### src/sarpr_pkg.sv
// constants for the successive approximation converter readout block
package sarpr_pkg;
	localparam int          SARPR_BITS        = 12;
	localparam int          SARPR_CLK_NS      = 100;
	// conversion time in ns and its cycle count (longest time, rounded down)
	localparam int          SARPR_TCONV_NS    = 2700;
	localparam int          SARPR_CONV_CYC    = (SARPR_TCONV_NS / SARPR_CLK_NS < 1) ? 1 : SARPR_TCONV_NS / SARPR_CLK_NS;
	// acquisition time the host leaves between conversions (least, rounded up)
	localparam int          SARPR_TACQ_NS     = 600;
	localparam int          SARPR_ACQ_CYC     = (SARPR_TACQ_NS + SARPR_CLK_NS - 1) / SARPR_CLK_NS;
	// each bit gets an equal slice of the conversion time
	localparam int          SARPR_BIT_CYC     = SARPR_CONV_CYC / SARPR_BITS;
	localparam logic [4:0]  SARPR_BIT_CYC_M1  = 5'(SARPR_BIT_CYC - 1);
	localparam logic [3:0]  SARPR_MSB_IDX     = 4'hb;
	localparam logic [11:0] SARPR_SAR_RESET   = 12'h000;
	localparam logic [11:0] SARPR_LATCH_RESET = 12'h000;
	// output coding: 0 natural binary (unipolar), 1 two's complement (bipolar)
	localparam logic        SARPR_CODE_UNI    = 1'b0;
	localparam logic        SARPR_CODE_BIP    = 1'b1;

	typedef enum logic [2:0] {
		SARPR_IDLE    = 3'b001,
		SARPR_CONVERT = 3'b010,
		SARPR_LOAD    = 3'b100
	} sarpr_state_type;
endpackage

### src/sarpr_top.sv
// control and parallel readout of the 12-bit successive approximation converter
// Behaviour
// - upper_byte_select low during read: all twelve result bits on pins, msb on top
// - upper_byte_select high: low nibble pins carry bits 11..8, middle nibble low
// - result is a 12-bit word, bit 11 most significant, bit 0 least
// - start decided from chip select, read strobe and byte select only
// - conversion start clears the approximation register and enables output drivers
// - start conditions during a running conversion are ignored; no restart or abort
// - twelve bits resolved one at a time msb to lsb, decisions kept
// - end of conversion copies approximation register into holding output latches
// - unipolar variant codes plain natural binary, step full scale over 4096
// - bipolar variants code two's complement, bit 11 sign
// - start only when chip select, read and byte select all low together
// - busy output low throughout a conversion, high otherwise
// - data drivers enabled when chip select and read low, else released
// - busy returns high only after latches hold and present the new result
module sarpr_top
	import sarpr_pkg::*;
#(
	parameter logic CODE_MODE = SARPR_CODE_UNI
) (
	input  wire logic        clock,
	input  wire logic        rstn,
	input  wire logic        clk_en,
	input  wire logic        cs_n,
	input  wire logic        rd_n,
	input  wire logic        upper_byte_select,
	input  wire logic        comp_high,
	output logic [11:0]      dac_code,
	output logic             busy_n,
	output logic [11:0]      data_out_pins,
	output logic [11:0]      data_out_oe_n
);

	// ==========================================================
	// state
	sarpr_state_type state_reg;
	logic [11:0]     sar_reg;
	logic [11:0]     latch_reg;
	logic [3:0]      bit_idx_reg;
	logic [4:0]      tick_reg;
	logic            start;
	logic            bit_done;
	logic            read_act;
	logic [11:0]     pin_src;

	// result msb inverted for bipolar: offset binary core turned into two's complement
	function automatic logic [11:0] sarpr_code(input logic [11:0] raw, input logic mode);
		sarpr_code = (mode == SARPR_CODE_BIP) ? {~raw[11], raw[10:0]} : raw;
	endfunction

	// ==========================================================
	// start gating
	// all three low
	assign start    = ~cs_n & ~rd_n & ~upper_byte_select;
	assign read_act = ~cs_n & ~rd_n;
	assign bit_done = (tick_reg == SARPR_BIT_CYC_M1);

	// ==========================================================
	// sequencer
	always_ff @(posedge clock) begin
		if (!rstn) begin
			state_reg <= SARPR_IDLE;
		end else if (clk_en) begin
			case (state_reg)
				// start only looked at in idle
				SARPR_IDLE: begin
					if (start)
						state_reg <= SARPR_CONVERT;
				end
				SARPR_CONVERT: begin
					if (bit_done && bit_idx_reg == 4'h0)
						state_reg <= SARPR_LOAD;
				end
				SARPR_LOAD: begin
					state_reg <= SARPR_IDLE;
				end
				default: begin
					state_reg <= SARPR_IDLE;
				end
			endcase
		end
	end

	// bit timer restarts with the accepted start
	always_ff @(posedge clock) begin
		if (!rstn) begin
			tick_reg    <= 5'h00;
			bit_idx_reg <= SARPR_MSB_IDX;
		end else if (clk_en) begin
			if (state_reg == SARPR_IDLE) begin
				tick_reg    <= 5'h00;
				bit_idx_reg <= SARPR_MSB_IDX;
			end else if (state_reg == SARPR_CONVERT) begin
				tick_reg <= bit_done ? 5'h00 : tick_reg + 5'h01;
				if (bit_done && bit_idx_reg != 4'h0)
					bit_idx_reg <= bit_idx_reg - 4'h1;
			end
		end
	end

	// clear at start, then trial bit msb first, keep decisions
	always_ff @(posedge clock) begin
		if (!rstn) begin
			sar_reg <= SARPR_SAR_RESET;
		end else if (clk_en) begin
			if (state_reg == SARPR_IDLE && start)
				sar_reg <= SARPR_SAR_RESET;
			else if (state_reg == SARPR_CONVERT && bit_done)
				sar_reg[bit_idx_reg] <= comp_high;
		end
	end

	// dac sees the kept decisions plus the bit under trial
	always_comb begin
		dac_code = sar_reg;
		if (state_reg == SARPR_CONVERT)
			dac_code[bit_idx_reg] = 1'b1;
	end

	always_ff @(posedge clock) begin
		if (!rstn) begin
			latch_reg <= SARPR_LATCH_RESET;
		end else if (clk_en && state_reg == SARPR_LOAD) begin
			latch_reg <= sarpr_code(sar_reg, CODE_MODE);
		end
	end

	// ==========================================================
	// pins
	// busy high again only once latch holds result
	assign busy_n = (state_reg == SARPR_IDLE);

	// load cycle feeds pins directly
	// busy rises on the same edge, so the pins must not trail the latch
	assign pin_src = (state_reg == SARPR_LOAD) ? sarpr_code(sar_reg, CODE_MODE) : latch_reg;

	always_ff @(posedge clock) begin
		if (!rstn) begin
			data_out_pins <= 12'h000;
		end else if (clk_en) begin
			if (upper_byte_select)
				data_out_pins <= {pin_src[11:8], 4'h0, pin_src[11:8]};
			else
				data_out_pins <= pin_src;
		end
	end

	// enable low while driving; select changes reach the pins a cycle later
	assign data_out_oe_n = read_act ? 12'h000 : 12'hfff;

	// ==========================================================
	// checks
	chk_no_restart: assert property (@(posedge clock) disable iff (!rstn)
		(clk_en && state_reg == SARPR_CONVERT && start) |=>
		state_reg != SARPR_IDLE && (tick_reg != 5'h00 || $past(bit_done)))
		else $error("conversion restarted");
	chk_start_gate: assert property (@(posedge clock) disable iff (!rstn)
		(clk_en && state_reg == SARPR_IDLE && upper_byte_select) |=> state_reg == SARPR_IDLE)
		else $error("start with byte select high");
	chk_busy_low: assert property (@(posedge clock) disable iff (!rstn)
		(clk_en && state_reg == SARPR_IDLE && start) |=> !busy_n)
		else $error("busy not low after start");
	chk_busy_rise: assert property (@(posedge clock) disable iff (!rstn)
		$rose(busy_n) |-> latch_reg == sarpr_code($past(sar_reg), CODE_MODE) &&
		data_out_pins[11:8] == latch_reg[11:8])
		else $error("busy rose before latch update");
	chk_oe_read: assert property (@(posedge clock) disable iff (!rstn)
		(data_out_oe_n == 12'h000) == (!cs_n && !rd_n))
		else $error("output enable mismatch");
	chk_high_byte: assert property (@(posedge clock) disable iff (!rstn)
		(clk_en && upper_byte_select) |=> data_out_pins[7:4] == 4'h0 && data_out_pins[3:0] == data_out_pins[11:8] &&
		data_out_pins[11:8] == latch_reg[11:8])
		else $error("high byte mux wrong");
	chk_full_word: assert property (@(posedge clock) disable iff (!rstn)
		(clk_en && !upper_byte_select) |=> data_out_pins == latch_reg)
		else $error("parallel word wrong");
	chk_sar_clear: assert property (@(posedge clock) disable iff (!rstn)
		(clk_en && state_reg == SARPR_IDLE && start) |=> sar_reg == SARPR_SAR_RESET)
		else $error("sar not cleared");
	chk_conv_len: assert property (@(posedge clock) disable iff (!rstn)
		(clk_en && state_reg == SARPR_IDLE && start) |=> (!busy_n)[*8])
		else $error("conversion too short");
	chk_conv_end: assert property (@(posedge clock) disable iff (!rstn || !clk_en)
		(clk_en && state_reg == SARPR_IDLE && start) |-> ##25 !busy_n ##1 busy_n)
		else $error("conversion length wrong");

	cov_start:   cover property (@(posedge clock) disable iff (!rstn) state_reg == SARPR_IDLE && start && clk_en);
	cov_done:    cover property (@(posedge clock) disable iff (!rstn) $rose(busy_n));
	cov_hbyte:   cover property (@(posedge clock) disable iff (!rstn) read_act && upper_byte_select);
	cov_ignored: cover property (@(posedge clock) disable iff (!rstn) state_reg == SARPR_CONVERT && start);
endmodule

### config.mk
export PLATFORM = sky130hd
export DESIGN_NAME = sarpr_top
export DESIGN_NICKNAME = d
export VERILOG_FILES = /design/src/sarpr_pkg.sv /design/src/sarpr_top.sv
export SDC_FILE = /design/constraint.sdc
export NUM_CORES = 1
export LEC_CHECK = 0
export BUFFER_PORTS_ARGS = -buffer_cell sky130_fd_sc_hd__buf_2
export CORE_UTILIZATION = 33
export DETAILED_ROUTE_END_ITERATION = 7
export SYNTH_ARGS = -nofsm -noshare
export SYNTH_HDL_FRONTEND = slang
export SYNTH_SLANG_ARGS = --single-unit
### constraint.sdc
create_clock -name clock -period 1.7 [get_ports clock]
set_input_delay 0.425 -clock clock [delete_from_list [all_inputs] [get_ports clock]]
set_output_delay 0.425 -clock clock [all_outputs]
set_load 0.05 [all_outputs]
[Yosys cells after proc, flatten, opt, wreduce, memory -nomap -nowiden]
Index checks and enable logic that the tools add are counted.
Word-level totals
  register bits: 48
  input bits: 7
  output and inout bits: 37
  logic and storage cells: 55
Cells by class
  add/subtract/negate cells: 2
  $lt $le $gt $ge: 2
  equal/unequal tests: 6
  multiplexer cells: 18
  bitwise gates (word level): 6
  reductions and logical operators: 15
Operators with widths (count)
  two-way mux 12 bit: 5
  two-way mux 5 bit: 3
  bitwise mux 12 bit: 1
  two-way mux 4 bit: 3
  bitwise OR 12 bit: 1
  two-way mux 8 bit: 1
  logical AND 1 bit: 6
  two-way mux 3 bit: 2
  case mux 3 bit (2 select lines): 1
  AND reduction 3 bit: 2
  nonzero test 2 bit: 3
  adder 5 x 1 -> 5 bit, second input constant: 1
  equality test 5 x 1 -> 1 bit, second input constant: 1
  < comparator 4 x 5 -> 1 bit, second input constant: 1
  demux 1 bit (select 4 bit): 1
  >= comparator 4 x 1 -> 1 bit, second input constant: 1
  logical NOT 4 bit: 1
  AND reduction 2 bit: 2
  nonzero test 4 bit: 1
  subtractor 4 x 1 -> 4 bit, second input constant: 1
  equality test 3 x 1 -> 1 bit, second input constant: 1
  equality test 3 x 2 -> 1 bit, second input constant: 1
  equality test 3 bit, second input constant: 1
  inverter 1 bit: 3
  other kinds (4): 5

[Logic depth before layout (Yosys ltp)]
  word-level depth: 7
  gate-level depth with buffers: 8
  depth with buffers taken out: 6

[Least setup slack after synthesis]
No wires, ideal clock.
  path kind: input to register
  from: input rd_n
  to: register sar_reg[10]
  library setup time: 0.117 ns
  arrival time: 1.766 ns
  data required time: 1.583 ns
  path slack: -0.184 ns
  stages: 4
  path buffers: 1
  cell sequence: or2_1 o31a_1 buf_6 a32o_1
Between the ends
  word-level cells in the longest chain between the ends: 6
  elaborated cells on any way between the ends: 7
  classes of those cells: 1 x mux; 3 x bitwise; 3 x reduce/logical
Ends and longest elaborated chain
  start: declaration: RTL line sarpr_top.sv:26  | input wire logic rd_n,
  inverter 1 bit *: RTL line sarpr_top.sv:55  | assign start = ~cs_n & ~rd_n & ~upper_byte_select;
  bitwise AND 1 bit * (2 in series): RTL line sarpr_top.sv:55
  logical AND 1 bit *: RTL line sarpr_top.sv:107  | if (state_reg == SARPR_IDLE && start)
  nonzero test 2 bit (no line)
  AND reduction 2 bit (no line)
  end signal: indexed assignment: RTL line sarpr_top.sv:110  | sar_reg[bit_idx_reg] <= comp_high;
  end: declaration: RTL line sarpr_top.sv:38  | logic [11:0] sar_reg;
Every way passes the cells marked *; elsewhere a longest branch is shown, timed or not.
A chain may end at the register's enable or synchronous reset.

[Worst setup path after layout]
  from: register state_reg[0]
  to: output dac_code[0]
Between the ends
  word-level cells in the longest chain between the ends: 2
Ends and longest elaborated chain
  start: declaration: RTL line sarpr_top.sv:37  | sarpr_state_type state_reg;
  start signal: assignment: RTL line sarpr_top.sv:63  | state_reg <= SARPR_IDLE;
  start signal: assignment: RTL line sarpr_top.sv:69  | state_reg <= SARPR_CONVERT;
  start signal: assignment: RTL line sarpr_top.sv:73  | state_reg <= SARPR_LOAD;
  equality test 3 x 2 -> 1 bit: RTL line sarpr_top.sv:117  | if (state_reg == SARPR_CONVERT)
  two-way mux 12 bit: RTL line sarpr_top.sv:117
  end: declaration: RTL line sarpr_top.sv:29  | output logic [11:0] dac_code,
Every way passes these cells.

==> flow_summary.json <==
{
  "cts_tree": "built",
  "drt_drc_violations_left": 0,
  "count_of_cell_types_in_the_netlist": 46,
  "path_class": "reg2out",
  "crit_top_cell": "sky130_fd_sc_hd__buf_12",
  "num_rows": 31,
  "finish.net_count": 361,
  "flow.area_growth_from_synthesis_pct": 35.8,
  "required_ns": 1.27,
  "drive_gt1_frac": 0.420,
  "synth-edff-count": 0,
  "num_antenna_cells": 0,
  "setup_viol": 22,
  "drv.max_cap_violation_count": 0,
  "routed_wire_length_per_instance_um": 14.4,
  "synth_seq_area_share": 0.382,
  "crit_path_time_final_ns": 1.92,
  "synth.cells.most_frequent": "sky130_fd_sc_hd__dfxtp_1, sky130_fd_sc_hd__nand2_1, sky130_fd_sc_hd__and2_1",
  "detail-route-antenna-nets": 0,
  "hold_path.class": "in2reg",
  "p_total_mw": 2.10,
  "grt_overflow": 0,
  "slew_violations": 0,
  "global_route.usage.met2": 0.289,
  "cpMaxStageDelayCell": "sky130_fd_sc_hd__dfxtp_2",
  "grtUsageMet3": 0.0434,
  "clock_insertion_delay_worst_skew_ns": 0.31,
  "p_leak_nw": 1.37,
  "synth_top_area_share": 0.382,
  "vias_per_cell": 4.97,
  "share_of_synthesized_registers_carrying_an_async_set_or_reset": 0,
  "htree_num_levels": 2,
  "synth_mux_area_frac": 0.0736,
  "global_route_met1_usage": 0.231,
  "status": "complete, but fails checks",
  "io_pins": 44,
  "tritoncts_num_sinks": 48,
  "clock_skew_ns": 0.00767,
  "num_vias": 2220,
  "synth_most_common_cell": "sky130_fd_sc_hd__dfxtp_1",
  "groute.usage.overall": 0.174,
  "critPathCaptureType": "primary output",
  "most_instantiated_flip_flop_cell_in_the_synthesis_netlist": "sky130_fd_sc_hd__dfxtp_1",
  "floorplan.die.height_um": 89.3,
  "post_synth_inst_count": 284,
  "hold_violations": 0,
  "synth-seq-cells": 48,
  "gr-max-usage-layer": "met2",
  "max_incr_delay_on_cp_ns": 0.34,
  "totalWireLength_mm": 6.44,
  "coreArea_mm2": 0.00729,
  "synthesis.yosys.warnings": 0,
  "start_util": 0.345,
  "routabilityCongestion": 0.837,
  "cts.clk_slew.worst_paths_ns": 0.09,
  "largest_vdd_supply_drop_v": 0.000328,
  "cts_made_buffers": 5,
  "dominant_combinational_cell_family_by_area_after_synthesis": "simple AND/OR/NAND/NOR gates",
  "crit_path_cell_trace": "buf_12, nor3b_4, buf_12, a31o_2, buf_6",
  "critPathMaxFanout": 13,
  "post_synth.cell_area_avg_um2": 8.86,
  "holdBufCountCts": 0,
  "grt_first_pass_wirelength_mm": 10.4,
  "finalWorstSetupSlack_ns": -0.219,
  "netlist_top_cells_area": "sky130_fd_sc_hd__dfxtp_1, sky130_fd_sc_hd__nand2_1, sky130_fd_sc_hd__mux2i_1",
  "fmaxAchievable_mhz": 521,
  "number_of_antenna_violations_at_the_first_check_in_global_routing": 0,
  "cts_root_buf": "sky130_fd_sc_hd__clkbuf_8",
  "first_global_vias": 2073,
  "synthSimpleGateAreaFrac": 0.221,
  "critical_path.startpoint_type": "flop",
  "floorplan.die_area_mm2": 0.00797,
  "synth_largest_area_cell": "sky130_fd_sc_hd__dfxtp_1",
  "cellPowerDensity_mw_per_mm2": 616,
  "synth-adder-area-share": 0.0348,
  "grt_max_degree": 23,
  "rsz_0062_raised_after_global_routing": "true",
  "hpwlAfterDp_mm": 4.44,
  "drt_first_pass_iters": 4,
  "slew-limit-headroom": 0.716,
  "io_buffer_count": 43,
  "yosys.area_share.xor_xnor": 0.0174,
  "failed_checks": "negative setup slack",
  "synthesized_net_count": 298,
  "cts_buffer_depth": 2,
  "min_period_over_period": 1.13,
  "dr.first_iter.drc_count": 97,
  "worst_slew_pin_slew_ns": 0.424,
  "compound_gate_portion_of_the_synthesized_area": 0.190,
  "arrival_ns": 1.49,
  "fill_cells": 754,
  "dp_worst_setup_slack_ns": -0.0519,
  "mappedNetlistArea_mm2": 0.00251,
  "die-width_um": 89.3
}
==> cell type report <==
cell class / instances / area [µm²] / area share
Tap cell: 99 / 124 / 0.0363
Inverter: 10 / 46.3 / 0.0136
Multi-Input combinational cell: 200 / 1530 / 0.449
Clock inverter: 2 / 13.8 / 0.00403
Clock buffer: 6 / 82.6 / 0.0242
Sequential cell: 48 / 967 / 0.283
Timing Repair Buffer: 82 / 648 / 0.190
==> cell families after synthesis <==
family,count (synthesis)
AO/OA/AOI/OAI,66
XOR/XNOR,5
adder cells (fa/ha/maj),7
buffers and inverters,37
flip-flops,48
multiplexers,16
AND/OR/NAND/NOR,105
==> worst max-delay path, delay by kind of cell (launching register included) <==
| family | cells | cell delay (ns) |
|---|---|---|
| compound gates | 1 | 0.18 |
| simple gates | 1 | 0.22 |
| flops | 1 | 0.34 |
| buf+inv | 3 | 0.45 |
==> worst paths after layout <==
kind | startpoint | endpoint | slack, ns | cells past startpoint
setup / recovery | state_reg[0] | dac_code[0] | -0.22 | 5
hold / removal | comp_high | sar_reg[0] | 0.43 | 3
setup reg to reg | state_reg[0] | sar_reg[1] | -0.06 | 8
hold reg to reg | latch_reg[6] | latch_reg[6] | 0.46 | 2
==> layout by cell type, fill, tap and decap left out, types with 6 or more instances in the layout <==
cell                       instances
sky130_fd_sc_hd__a21oi_1          18
sky130_fd_sc_hd__buf_2            30
sky130_fd_sc_hd__clkbuf_8          6
sky130_fd_sc_hd__buf_6            12
sky130_fd_sc_hd__buf_4            33
sky130_fd_sc_hd__dfxtp_1          43
sky130_fd_sc_hd__nand2_1          39
sky130_fd_sc_hd__nor2_1           14
sky130_fd_sc_hd__inv_1             7
sky130_fd_sc_hd__and2_1            9
sky130_fd_sc_hd__nand3_1           6
sky130_fd_sc_hd__a32o_1           11
sky130_fd_sc_hd__mux2i_1          13
sky130_fd_sc_hd__a21o_2            9
sky130_fd_sc_hd__and2_4           10
==> per-layer routing <==
layer | share of wire | up-vias
met5 | 0 | -
met4 | 0.0067 | 0
met3 | 0.035 | 5
met2 | 0.48 | 38
met1 | 0.48 | 1058
li1 | - | 1119
==> metrics by stage <==
step           area [µm²]  hold WS (ns)   util  instances  TNS (ns)
5_1_grt              3410         0.454  0.468        447     -3.83
2_1_floorplan        2540         0.433      -        284         0
4_1_cts              3340         0.424  0.458        446     -2.58
6_report             3410         0.434  0.468        447     -2.63
3_5_place_dp         3010         0.447  0.413        435    -0.405
3_3_place_gp         3010         0.441  0.413        435   -0.0574
==> timing repair <==
item	4_1_cts	5_1_grt
pin swaps	4	0
hold endpoints to repair	0	0
cloned	2	0
buffers inserted	2	1
endpoints found under the setup margin	25	42
resized for setup	65	19
==> power breakdown <==
part	internal (mW)	total, mW	switching, mW
registers	1.13	1.14	0.00444
logic	0.0692	0.231	0.162
clock network	0.333	0.738	0.405
total	1.53	2.10	0.571
(Power assumes the default switching activity.)
